### config.mk
export PLATFORM = sky130hd
export DESIGN_NAME = dsss_rx_decoder_descrambler
export DESIGN_NICKNAME = d
export VERILOG_FILES = /design/src/design/rx_pkg.sv /design/src/design/dsss_rx_decoder_descrambler.sv
export SDC_FILE = /design/constraint.sdc
export NUM_CORES = 2
export LEC_CHECK = 0
export BUFFER_PORTS_ARGS = -buffer_cell sky130_fd_sc_hd__buf_2
export CORE_AREA = 5 5 488 490
export CTS_CLUSTER_SIZE = 16
export DETAILED_ROUTE_END_ITERATION = 7
export DIE_AREA = 0 0 493 495
export PLACE_DENSITY = 0.52
export SYNTH_ARGS = -nofsm -noshare
export SYNTH_HDL_FRONTEND = slang
export SYNTH_SLANG_ARGS = --single-unit
export TNS_END_PERCENT = 100
### constraint.sdc
create_clock -name clk -period 15.15 [get_ports clk]
set_input_delay 4.545 -clock clk [delete_from_list [all_inputs] [get_ports clk]]
set_output_delay 4.545 -clock clk [all_outputs]
set_load 0.02 [all_outputs]
### src/design/rx_pkg.sv
/*
  Shared constants and types of the receive decoder and descrambler.
  Assumes one 40 MHz clock domain for all users.
*/
package rx_pkg;
  localparam int SAMPLE_W = 6;
  localparam int SUM_W = 10;
  localparam int MAG_W = 11;
  localparam int PHASE_W = 16;
  localparam int LEAD_SHIFT = 4;
  localparam int FIFO_DEPTH = 32;
  localparam int SCR_LEN = 7;
  localparam int SCR_TAP_A = 4;
  localparam int SCR_TAP_B = 7;
  localparam logic [2:0] FILL_BITS = 3'h7;
  localparam int TIMING_W = 8;
  localparam logic signed [TIMING_W-1:0] TIMING_LIMIT = 8'sh48;
  localparam int BARKER_LEN = 11;
  localparam logic [10:0] BARKER_CODE = 11'h5B8;
  localparam int MF_STAGES = 22;
  localparam int CCK_CHIPS = 8;
  localparam logic [6:0] CCK11_CAND = 7'h40;
  localparam logic [6:0] CCK55_CAND = 7'h04;
  localparam int LANES = 4;
  localparam int POL_BIT_A = 7;
  localparam int POL_BIT_B = 6;
  localparam logic [3:0] NBITS_DBPSK = 4'h1;
  localparam logic [3:0] NBITS_DQPSK = 4'h2;
  localparam logic [3:0] NBITS_CCK55 = 4'h4;
  localparam logic [3:0] NBITS_CCK11 = 4'h8;

  typedef enum logic [3:0] {
    MODE_DBPSK = 4'h1,
    MODE_DQPSK = 4'h2,
    MODE_CCK55 = 4'h4,
    MODE_CCK11 = 4'h8
  } rate_mode_type;

  typedef enum logic [2:0] {
    PICK_IDLE = 3'h1,
    PICK_SEARCH = 3'h2,
    PICK_EMIT = 3'h4
  } pick_state_type;

  typedef struct packed {
    logic signed [SAMPLE_W-1:0] i;
    logic signed [SAMPLE_W-1:0] q;
  } iq_type;

  typedef struct packed {
    logic signed [SUM_W-1:0] i;
    logic signed [SUM_W-1:0] q;
  } cplx_type;

  typedef struct packed {
    logic [3:0] nbits;
    logic [7:0] bits;
  } sym_word_type;
endpackage

### src/design/dsss_rx_decoder_descrambler.sv
/*
  Receive data recovery: derotation, carrier and timing tracking, Barker
  matched filter, DBPSK/DQPSK decoding, CCK picker, symbol FIFO, descrambler.
  Assumes samples, strobes and mode come from logic on the same clock.
*/
`timescale 1ns/100ps
`default_nettype none

// ----------------------------------------
// Symbol FIFO
// ----------------------------------------
module sym_fifo #(
  parameter int WIDTH = 12,
  parameter int DEPTH = 32
) (
  input wire logic clk,
  input wire logic resetn,
  input wire logic in_valid,
  output logic in_ready,
  input wire logic [WIDTH-1:0] in_data,
  output logic out_valid,
  input wire logic out_ready,
  output logic [WIDTH-1:0] out_data
);
  localparam int AW = $clog2(DEPTH);
  logic [WIDTH-1:0] mem [DEPTH];
  logic [AW-1:0] wr_reg, rd_reg;
  logic [AW:0] count_reg;
  logic push, pop;

  // Honest full and empty from the fill count
  assign in_ready = (count_reg != (AW+1)'(DEPTH));
  assign out_valid = (count_reg != '0);
  assign push = in_valid && in_ready;
  assign pop = out_valid && out_ready;
  assign out_data = mem[rd_reg];

  // Storage
  always_ff @(posedge clk) begin
    if (push) begin
      mem[wr_reg] <= in_data;
    end
  end

  // Pointers and count
  always_ff @(posedge clk or negedge resetn) begin
    if (!resetn) begin
      wr_reg <= '0;
      rd_reg <= '0;
      count_reg <= '0;
    end else begin
      if (push) wr_reg <= AW'(wr_reg + 1'b1);
      if (pop) rd_reg <= AW'(rd_reg + 1'b1);
      count_reg <= (AW+1)'(count_reg + push - pop);
    end
  end
endmodule

// ----------------------------------------
// Decoder top
// ----------------------------------------
module dsss_rx_decoder_descrambler (
  input wire logic clk,
  input wire logic resetn,
  input wire logic sample_valid,
  input wire rx_pkg::iq_type sample,
  input wire rx_pkg::rate_mode_type rate_mode,
  input wire logic [7:0] io_polarity_register,
  input wire logic rx_active,
  input wire logic track_en,
  input wire logic sym_strobe,
  input wire logic header_last,
  input wire logic rx_bit_ready,
  output logic rx_bit_reg,
  output logic rx_bit_valid_reg,
  output logic overflow_reg,
  output logic signed [7:0] timing_offset_reg
);
  import rx_pkg::*;

  cplx_type mf_reg [MF_STAGES];
  cplx_type chip_reg [CCK_CHIPS];
  cplx_type batch_reg [CCK_CHIPS];
  cplx_type der, mf_sum, best_sum_reg, best_sum_next;
  cplx_type lane_sum [LANES];
  logic [MAG_W-1:0] lane_mag [LANES];
  logic [5:0] lane_cand [LANES];
  logic [MAG_W-1:0] best_mag_reg, best_mag_next;
  logic [5:0] best_cand_reg, best_cand_next, cand_reg;
  logic [PHASE_W-1:0] phase_reg, freq_reg;
  logic signed [SUM_W:0] err, err_reg;
  logic decim_reg, chip_valid, transition, prev_i_sign_reg, prev_q_sign_reg;
  logic mid_sign_reg, cck_run_reg, is11, rev, lr_fire, push_valid, fifo_in_ready;
  logic [2:0] chip_idx_reg, fill_reg;
  logic [1:0] last_quad_reg, ref_quad_reg, lr_quad, lr_diff, ck_quad, ck_diff;
  pick_state_type pick_reg;
  sym_word_type push_word, pop_word;
  logic fifo_out_valid, adv, out_bit;
  logic [7:0] ser_bits_reg;
  logic [3:0] ser_cnt_reg;
  logic [SCR_LEN-1:0] scr_reg;

  // Rotate by minus k quarter turns
  function automatic cplx_type rot_back(input cplx_type x, input logic [1:0] k);
    case (k)
      2'h0: rot_back = x;
      2'h1: rot_back = '{x.q, -x.i};
      2'h2: rot_back = '{-x.i, -x.q};
      default: rot_back = '{-x.q, x.i};
    endcase
  endfunction

  // Quadrant of a complex value
  function automatic logic [1:0] quad_of(input cplx_type x);
    logic [SUM_W-1:0] ai, aq;
    ai = x.i[SUM_W-1] ? SUM_W'(-x.i) : SUM_W'(x.i);
    aq = x.q[SUM_W-1] ? SUM_W'(-x.q) : SUM_W'(x.q);
    if (ai >= aq) quad_of = x.i[SUM_W-1] ? 2'h2 : 2'h0;
    else quad_of = x.q[SUM_W-1] ? 2'h3 : 2'h1;
  endfunction

  // Gray dibit of a phase step
  function automatic logic [1:0] dibit(input logic [1:0] d);
    dibit = {d[1], d[1] ^ d[0]};
  endfunction

  // Correlate the batch against one CCK code word with p1 removed
  function automatic cplx_type cck_corr(input logic [5:0] c, input logic top);
    logic [1:0] p2, p3, p4;
    logic [1:0] e [CCK_CHIPS];
    cplx_type acc, r;
    acc = '0;
    p2 = top ? c[5:4] : {c[0], 1'b1};
    p3 = top ? c[3:2] : 2'h0;
    p4 = top ? c[1:0] : {c[1], 1'b0};
    e[0] = 2'(p2 + p3 + p4);
    e[1] = 2'(p3 + p4);
    e[2] = 2'(p2 + p4);
    e[3] = 2'(p4 + 2'h2);
    e[4] = 2'(p2 + p3);
    e[5] = p3;
    e[6] = 2'(p2 + 2'h2);
    e[7] = 2'h0;
    for (int k = 0; k < CCK_CHIPS; k++) begin
      r = rot_back(batch_reg[k], e[k]);
      acc.i = SUM_W'(acc.i + r.i);
      acc.q = SUM_W'(acc.q + r.q);
    end
    cck_corr = acc;
  endfunction

  assign is11 = (rate_mode == MODE_CCK11);
  assign rev = io_polarity_register[POL_BIT_A] | io_polarity_register[POL_BIT_B];

  // ----------------------------------------
  // Carrier derotation and tracking
  // ----------------------------------------
  // derotate before decimation
  assign der = rot_back('{SUM_W'(sample.i), SUM_W'(sample.q)}, phase_reg[PHASE_W-1 -: 2]);
  assign chip_valid = sample_valid && !decim_reg;
  assign transition = chip_valid &&
    ((der.i[SUM_W-1] != prev_i_sign_reg) || (der.q[SUM_W-1] != prev_q_sign_reg));
  // Four-phase Costas detector
  assign err = (der.i[SUM_W-1] ? -(SUM_W+1)'(der.q) : (SUM_W+1)'(der.q)) -
               (der.q[SUM_W-1] ? -(SUM_W+1)'(der.i) : (SUM_W+1)'(der.i));

  always_ff @(posedge clk or negedge resetn) begin
    if (!resetn) decim_reg <= 1'b0;
    else if (header_last) decim_reg <= 1'b0;
    else if (sample_valid) decim_reg <= !decim_reg;
  end

  always_ff @(posedge clk or negedge resetn) begin
    if (!resetn) begin
      err_reg <= '0;
      freq_reg <= '0;
      phase_reg <= '0;
    end else if (!track_en) begin
      err_reg <= '0;
      freq_reg <= '0;
      phase_reg <= '0;
    end else if (chip_valid) begin
      if (transition) err_reg <= err;
      freq_reg <= PHASE_W'(freq_reg + PHASE_W'(err_reg));
      phase_reg <= PHASE_W'(phase_reg + freq_reg + (PHASE_W'(err_reg) <<< LEAD_SHIFT));
    end
  end

  always_ff @(posedge clk or negedge resetn) begin
    if (!resetn) begin
      prev_i_sign_reg <= 1'b0;
      prev_q_sign_reg <= 1'b0;
      mid_sign_reg <= 1'b0;
      timing_offset_reg <= '0;
    end else if (sample_valid) begin
      if (decim_reg) mid_sign_reg <= der.i[SUM_W-1];
      if (chip_valid) begin
        prev_i_sign_reg <= der.i[SUM_W-1];
        prev_q_sign_reg <= der.q[SUM_W-1];
        if (track_en && der.i[SUM_W-1] != prev_i_sign_reg) begin
          if (mid_sign_reg == prev_i_sign_reg && timing_offset_reg != -TIMING_LIMIT)
            timing_offset_reg <= TIMING_W'(timing_offset_reg - 1'b1);
          else if (mid_sign_reg != prev_i_sign_reg && timing_offset_reg != TIMING_LIMIT)
            timing_offset_reg <= TIMING_W'(timing_offset_reg + 1'b1);
        end
      end
    end
  end

  // ----------------------------------------
  // Low-rate path
  // ----------------------------------------
  // two samples per chip, alternate taps
  always_ff @(posedge clk) begin
    if (sample_valid) begin
      mf_reg[0] <= der;
      for (int k = 1; k < MF_STAGES; k++) mf_reg[k] <= mf_reg[k-1];
    end
  end

  always_comb begin
    mf_sum = '0;
    for (int k = 0; k < BARKER_LEN; k++) begin
      mf_sum.i = SUM_W'(BARKER_CODE[k] ? mf_sum.i + mf_reg[2*k].i : mf_sum.i - mf_reg[2*k].i);
      mf_sum.q = SUM_W'(BARKER_CODE[k] ? mf_sum.q + mf_reg[2*k].q : mf_sum.q - mf_reg[2*k].q);
    end
  end

  // symbol timing from the low-rate section
  assign lr_fire = sym_strobe && rx_active &&
    (rate_mode == MODE_DBPSK || rate_mode == MODE_DQPSK);
  assign lr_quad = quad_of(mf_sum);
  assign lr_diff = rev ? 2'(last_quad_reg - lr_quad) : 2'(lr_quad - last_quad_reg);

  // header phase becomes the CCK reference
  always_ff @(posedge clk or negedge resetn) begin
    if (!resetn) begin
      last_quad_reg <= '0;
      ref_quad_reg <= '0;
      cck_run_reg <= 1'b0;
    end else begin
      if (lr_fire) last_quad_reg <= lr_quad;
      if (header_last) ref_quad_reg <= last_quad_reg;
      else if (pick_reg == PICK_EMIT) ref_quad_reg <= ck_quad;
      if (!rx_active) cck_run_reg <= 1'b0;
      else if (header_last && (rate_mode == MODE_CCK55 || is11)) cck_run_reg <= 1'b1;
    end
  end

  // ----------------------------------------
  // CCK batch correlator and picker
  // ----------------------------------------
  always_ff @(posedge clk or negedge resetn) begin
    if (!resetn) chip_idx_reg <= '0;
    else if (header_last) chip_idx_reg <= '0;
    else if (chip_valid && cck_run_reg) chip_idx_reg <= 3'(chip_idx_reg + 1'b1);
  end

  // Chip gathering and batch hand-off
  always_ff @(posedge clk) begin
    if (chip_valid && cck_run_reg) chip_reg[chip_idx_reg] <= der;
    if (chip_valid && cck_run_reg && chip_idx_reg == 3'h7) begin
      for (int k = 0; k < CCK_CHIPS - 1; k++) batch_reg[k] <= chip_reg[k];
      batch_reg[CCK_CHIPS-1] <= der;
    end
  end

  for (genvar l = 0; l < LANES; l++) begin : g_lane
    assign lane_cand[l] = 6'(cand_reg + l);
    assign lane_sum[l] = cck_corr(lane_cand[l], is11);
    assign lane_mag[l] = MAG_W'(lane_sum[l].i[SUM_W-1] ? -lane_sum[l].i : lane_sum[l].i) +
                         MAG_W'(lane_sum[l].q[SUM_W-1] ? -lane_sum[l].q : lane_sum[l].q);
  end

  always_comb begin
    best_mag_next = best_mag_reg;
    best_cand_next = best_cand_reg;
    best_sum_next = best_sum_reg;
    for (int l = 0; l < LANES; l++) begin
      if (lane_mag[l] > best_mag_next) begin
        best_mag_next = lane_mag[l];
        best_cand_next = lane_cand[l];
        best_sum_next = lane_sum[l];
      end
    end
  end

  always_ff @(posedge clk or negedge resetn) begin
    if (!resetn) begin
      pick_reg <= PICK_IDLE;
      cand_reg <= '0;
      best_mag_reg <= '0;
      best_cand_reg <= '0;
      best_sum_reg <= '0;
    end else begin
      unique case (pick_reg)
        PICK_IDLE: begin
          cand_reg <= '0;
          best_mag_reg <= '0;
          best_cand_reg <= '0;
          best_sum_reg <= '0;
          if (chip_valid && cck_run_reg && chip_idx_reg == 3'h7) pick_reg <= PICK_SEARCH;
        end
        PICK_SEARCH: begin
          cand_reg <= 6'(cand_reg + LANES);
          best_mag_reg <= best_mag_next;
          best_cand_reg <= best_cand_next;
          best_sum_reg <= best_sum_next;
          if (7'(cand_reg + LANES) == (is11 ? CCK11_CAND : CCK55_CAND)) pick_reg <= PICK_EMIT;
        end
        PICK_EMIT: pick_reg <= PICK_IDLE;
      endcase
    end
  end

  assign ck_quad = quad_of(best_sum_reg);
  assign ck_diff = rev ? 2'(ref_quad_reg - ck_quad) : 2'(ck_quad - ref_quad_reg);

  // ----------------------------------------
  // Symbol packing and FIFO
  // ----------------------------------------
  // first-in-time bit packed at the top
  always_comb begin
    push_word = '0;
    push_valid = lr_fire || (pick_reg == PICK_EMIT);
    if (pick_reg == PICK_EMIT) begin
      // six index bits plus two phase bits
      if (is11) push_word = '{NBITS_CCK11, {dibit(ck_diff), best_cand_reg}};
      // two index bits plus two phase bits
      else push_word = '{NBITS_CCK55, {dibit(ck_diff), best_cand_reg[1:0], 4'h0}};
    end else if (rate_mode == MODE_DQPSK) begin
      push_word = '{NBITS_DQPSK, {dibit(lr_diff), 6'h00}};
    end else begin
      push_word = '{NBITS_DBPSK, {lr_diff[1], 7'h00}};
    end
  end

  // Sticky loss flag while the frame lasts
  always_ff @(posedge clk or negedge resetn) begin
    if (!resetn) overflow_reg <= 1'b0;
    else if (push_valid && !fifo_in_ready) overflow_reg <= 1'b1;
    else if (!rx_active) overflow_reg <= 1'b0;
  end

  sym_fifo #(.WIDTH($bits(sym_word_type)), .DEPTH(FIFO_DEPTH)) u_fifo (
    .clk(clk),
    .resetn(resetn),
    .in_valid(push_valid),
    .in_ready(fifo_in_ready),
    .in_data(push_word),
    .out_valid(fifo_out_valid),
    .out_ready(ser_cnt_reg == 4'h0),
    .out_data(pop_word)
  );

  // ----------------------------------------
  // Serializer and descrambler
  // ----------------------------------------
  assign adv = !rx_bit_valid_reg || rx_bit_ready;
  // incoming bit XOR taps four and seven
  assign out_bit = ser_bits_reg[7] ^ scr_reg[SCR_TAP_A-1] ^ scr_reg[SCR_TAP_B-1];

  // shift received bits into the register
  always_ff @(posedge clk or negedge resetn) begin
    if (!resetn) begin
      ser_bits_reg <= '0;
      ser_cnt_reg <= '0;
      scr_reg <= '0;
      fill_reg <= '0;
      rx_bit_reg <= 1'b0;
      rx_bit_valid_reg <= 1'b0;
    end else begin
      if (rx_bit_ready) rx_bit_valid_reg <= 1'b0;
      if (!rx_active) fill_reg <= '0;
      if (ser_cnt_reg == 4'h0) begin
        if (fifo_out_valid) begin
          ser_bits_reg <= pop_word.bits;
          ser_cnt_reg <= pop_word.nbits;
        end
      end else if (adv) begin
        ser_bits_reg <= {ser_bits_reg[6:0], 1'b0};
        ser_cnt_reg <= 4'(ser_cnt_reg - 1'b1);
        scr_reg <= {scr_reg[SCR_LEN-2:0], ser_bits_reg[7]};
        if (rx_active && fill_reg != FILL_BITS) fill_reg <= 3'(fill_reg + 1'b1);
        if (fill_reg == FILL_BITS) begin
          rx_bit_reg <= out_bit;
          rx_bit_valid_reg <= 1'b1;
        end
      end
    end
  end

  // ----------------------------------------
  // Assertions
  // ----------------------------------------
  timing_limit_a: assert property (@(posedge clk) disable iff (!resetn)
    timing_offset_reg <= TIMING_LIMIT && timing_offset_reg >= -TIMING_LIMIT)
    else $error("timing offset beyond limit");
  fill_gate_a: assert property (@(posedge clk) disable iff (!resetn)
    $rose(rx_bit_valid_reg) |-> $past(fill_reg) == FILL_BITS)
    else $error("output valid before register filled");
  descramble_xor_a: assert property (@(posedge clk) disable iff (!resetn)
    (adv && ser_cnt_reg != 4'h0 && fill_reg == FILL_BITS) |=>
    rx_bit_valid_reg && rx_bit_reg == $past(ser_bits_reg[7] ^ scr_reg[3] ^ scr_reg[6]))
    else $error("descrambled bit wrong");
  pll_idle_a: assert property (@(posedge clk) disable iff (!resetn)
    !track_en |=> phase_reg == '0 && freq_reg == '0)
    else $error("carrier loop active in acquisition");
  err_hold_a: assert property (@(posedge clk) disable iff (!resetn)
    (track_en && !transition) |=> $stable(err_reg))
    else $error("carrier error moved without transition");
  dibit_map_a: assert property (@(posedge clk) disable iff (!resetn)
    (lr_fire && rate_mode == MODE_DQPSK && lr_diff == 2'h3) |-> push_word.bits[7:6] == 2'h2)
    else $error("minus ninety not mapped to 10");
  rotation_rev_a: assert property (@(posedge clk) disable iff (!resetn)
    (lr_fire && rev) |-> lr_diff == 2'(last_quad_reg - lr_quad))
    else $error("rotation sense not reversed");
  ref_latch_a: assert property (@(posedge clk) disable iff (!resetn)
    header_last |=> ref_quad_reg == $past(last_quad_reg))
    else $error("header phase not latched");
  cck_width_a: assert property (@(posedge clk) disable iff (!resetn)
    (pick_reg == PICK_EMIT) |-> push_word.nbits == (is11 ? NBITS_CCK11 : NBITS_CCK55))
    else $error("CCK symbol width wrong");
  cck_search_a: assert property (@(posedge clk) disable iff (!resetn)
    (pick_reg == PICK_IDLE ##1 pick_reg == PICK_SEARCH && rate_mode == MODE_CCK55) |=>
    pick_reg == PICK_EMIT)
    else $error("lower CCK rate searched too long");
  dqpsk_push_c: cover property (@(posedge clk) disable iff (!resetn)
    lr_fire && rate_mode == MODE_DQPSK);
  cck_emit_c: cover property (@(posedge clk) disable iff (!resetn)
    pick_reg == PICK_EMIT && is11);
  timing_sat_c: cover property (@(posedge clk) disable iff (!resetn)
    timing_offset_reg == TIMING_LIMIT);
  fifo_full_c: cover property (@(posedge clk) disable iff (!resetn)
    push_valid && !fifo_in_ready);
endmodule
`default_nettype wire

==> impl_metrics.csv <==
group,metric,value,unit
clock_tree,clock_latency,810,ps
worst_setup_path,cp_data_required_time,15810,ps
clock_tree,cts_num_sinks,1252,
floorplanning,dieArea,244000,um^2
sta,worstMarginPinSlew,1320,ps
route,routed_wl,265000,um
global_routing,overflow,0,
clock_tree,cts_tree,"done",
route,highest_layer,"met5",
cells_and_area,final_common_cell,"edfxtp_1",
route,viasPerCell,5.07,
global_routing,grt_usage,21.5,%
clock_tree,cts.clk_slew.worst_paths,80,ps
floorplanning,ioPinCount,43,
synthesis,syn-num-nets,7805,
worst_setup_path,crit_type,"input pin to flip-flop",
cells_and_area,syn_to_final_growth,21.4,%
worst_setup_path,cp-endpoint,"best_sum_reg[9]",
worst_setup_path,critical_path.max_fanout,6,
worst_setup_path,critPathCaptureType,"flip-flop",
worst_setup_path,rrSetupSlack,160,ps
worst_setup_path,cp_common_cell,"o21a_1",
route,routed-wl-met3,16000,um
cells_and_area,largest_register_ffs,420,
synthesis,syn_avg_cell_area,11.8,um^2
worst_setup_path,r2r-start,"batch_reg[0][40]",
floorplanning,rows,178,
sta,finalSetupViolations,37,
clock_tree,cts-hold-fix-buffers,0,
floorplanning,die_w,493,um
worst_setup_path,r2r_end,"best_sum_reg[9]",
global_routing,grt_max_degree,197,
cells_and_area,drive_above_1_share,21.7,%
floorplanning,start_util,34.7,%
synthesis,synth-seq-area-share,45.4,%
sta,min_period,18080,ps
placement,io_buffers,36,
worst_setup_path,crit_start,"rate_mode[1]",
run,max_cap_viol_count,0,
global_routing,antenna_found_initial,13,
placement,place.gp.congestion,0.973,
worst_setup_path,reg2reg_depth,69,
route,met1_length,116000,um
cells_and_area,nets,8723,
placement,place.detailed.hpwl,208000,um
sta,slew_viol_final,0,
clock_tree,clk_path_buf_depth,3,
global_routing,grt_pass1_vias,56277,
worst_setup_path,critPathSlowestCell,"or4b_4",
clock_tree,htree_levels,4,
worst_setup_path,cp-start-kind,"input pin",
synthesis,syn_area,81100,um^2
synthesis,yosysUniqueCellTypes,90,
synthesis,synthCells,6881,
route,wl_per_cell,24.1,um
cells_and_area,fillCellCount,21950,
placement,postPlaceCellArea,92300,um^2
sta,rsz0062_at_grt,"yes",
global_routing,grt_first_pass_wirelength,385000,um
sta,hold_violations,0,
clock_tree,root_buffer,"clkbuf_16",
clock_tree,numCtsBuffers,138,
route,drtAntennaViolNets,0,
route,dr_total_vias,55697,
cells_and_area,final_cell_mix,"edfxtp_1, buf_4, inv_1, fa_1, nand2_1",
sta,maxSlewHeadroom,11.8,%
cells_and_area,fin_area,98400,um^2
route,drt-initial-drc-count,4998,
route,drtPass1Iterations,8,
floorplanning,die_h,495,um
route,routed-wl-met2,120000,um
sta,fmax,0.0553,GHz
outcome,status,"finished, violations left",
sta,setup_ws,-2930,ps
sta,fin_crit_sh,119,%
outcome,violations,"setup timing",
floorplanning,core,234000,um^2
sta,fin_skew,67.3,ps
synthesis,ys_async_sr_fraction,11.8,%
hold_path,worst_hold_path_type,"flip-flop to flip-flop",
synthesis,synth_edf_count,1104,
synthesis,synth-main-ff-cell,"edfxtp_1",
synthesis,ys_ff_latch,1252,
route,drc,0,
worst_setup_path,arrival,18740,ps
synthesis,ys.warnings.count,0,
worst_setup_path,max_stage_delay,620,ps
[synth_stat cells (all sizes together) (23+ instances only)]
| cell type | n | area [um^2] |
|---|---|---|
| edfxtp | 1104 | 33200 |
| inv | 728 | 2730 |
| fa | 578 | 11600 |
| nand2 | 557 | 2090 |
| nor2 | 511 | 1920 |
| xnor2 | 448 | 3960 |
| a21oi | 366 | 1830 |
| o21ai | 317 | 1590 |
| ha | 314 | 3930 |
| clkbuf | 268 | 1010 |
| xor2 | 243 | 2140 |
| mux2i | 151 | 1510 |
| dfrtp | 147 | 3680 |
| mux4 | 124 | 2790 |
| nand3 | 99 | 495 |
| nor3 | 88 | 445 |
| buf | 68 | 268 |
| mux2 | 57 | 642 |
| or3 | 56 | 350 |
| a21o | 52 | 390 |
| o21bai | 45 | 338 |
| nand2b | 41 | 257 |
| o21a | 41 | 308 |
| and2 | 40 | 250 |
| nor2b | 35 | 219 |
| a31oi | 26 | 163 |
| nor3b | 26 | 195 |
| o22ai | 25 | 156 |
| nor4 | 24 | 156 |
| a211oi | 23 | 173 |
[metrics by stage]
stage               worst slack (ps)  TNS (ps)  std cells  hold slack, ps  util [%]
CTS                            -2920   -104900      10961             386      41.9
global placement               -4370   -154680      10654             400      39.5
global route                   -3460   -124480      10973             389      42.1
floorplan                      -4190   -151990       6881             400         -
finish                         -2930   -104610      10977             387      42.1
detailed placement             -4550   -162620      10654             405      39.5
[final cells by class]
cell class | instances | area, um^2 | share of cell area, %
clock inverter | 77 | 1010 | 1.03
timing repair buffer | 1113 | 9030 | 9.18
tap | 3060 | 3830 | 3.89
sequential | 1252 | 36900 | 37.5
antenna | 6 | 15.0 | 0.0153
inverter | 730 | 2740 | 2.79
clock buffer | 175 | 3680 | 3.74
multi-input combinational | 4564 | 41200 | 41.9
[repair_timing]
item                                    CTS  global route
buffers inserted                         51            13
pin swaps                                62            52
endpoints found under the setup margin   37            37
gates resized for setup                 106           107
gates cloned                              6             3
[how the worst min path moves through the flow]
stage / startpoint / end / slack (ps) / cells after the start
floorplan: chip_reg[0][0] / batch_reg[0][0] / 400 / 0
global placement: mf_reg[13][3] / mf_reg[14][3] / 400 / 0
detailed placement: chip_reg[0][0] / batch_reg[0][0] / 400 / 0
CTS: mf_reg[5][18] / mf_reg[6][18] / 390 / 0
global route: mf_reg[5][18] / mf_reg[6][18] / 390 / 0
finish: chip_reg[1][13] / batch_reg[0][33] / 390 / 0
[worst max-delay path: cells and delay by family]
kind | cells | cell delay (ps)
compound gates | 35 | 5720
fa+ha+maj | 11 | 3860
simple gates | 12 | 2160
buf+inv | 12 | 1370
xor+xnor | 4 | 820
mux | 1 | 240
[cell families after synthesis]
| family | synth area share (%) |
|---|---|
| mux | 6.10 |
| buf+inv | 4.95 |
| flops | 45.4 |
| compound gates | 7.99 |
| xor+xnor | 7.71 |
| fa+ha+maj | 19.1 |
| other cells | 0.00462 |
| simple gates | 8.68 |
[layer usage]
metal / track usage (%) / vias up
li1: - / 25528
met1: 29.7 / 27951
met2: 34.0 / 1790
met3: 3.34 / 424
met4: 8.87 / 4
met5: 0 / -
Power is not shown: default switching activity piles up to over one toggle a cycle in this logic, so the estimate is an artifact.
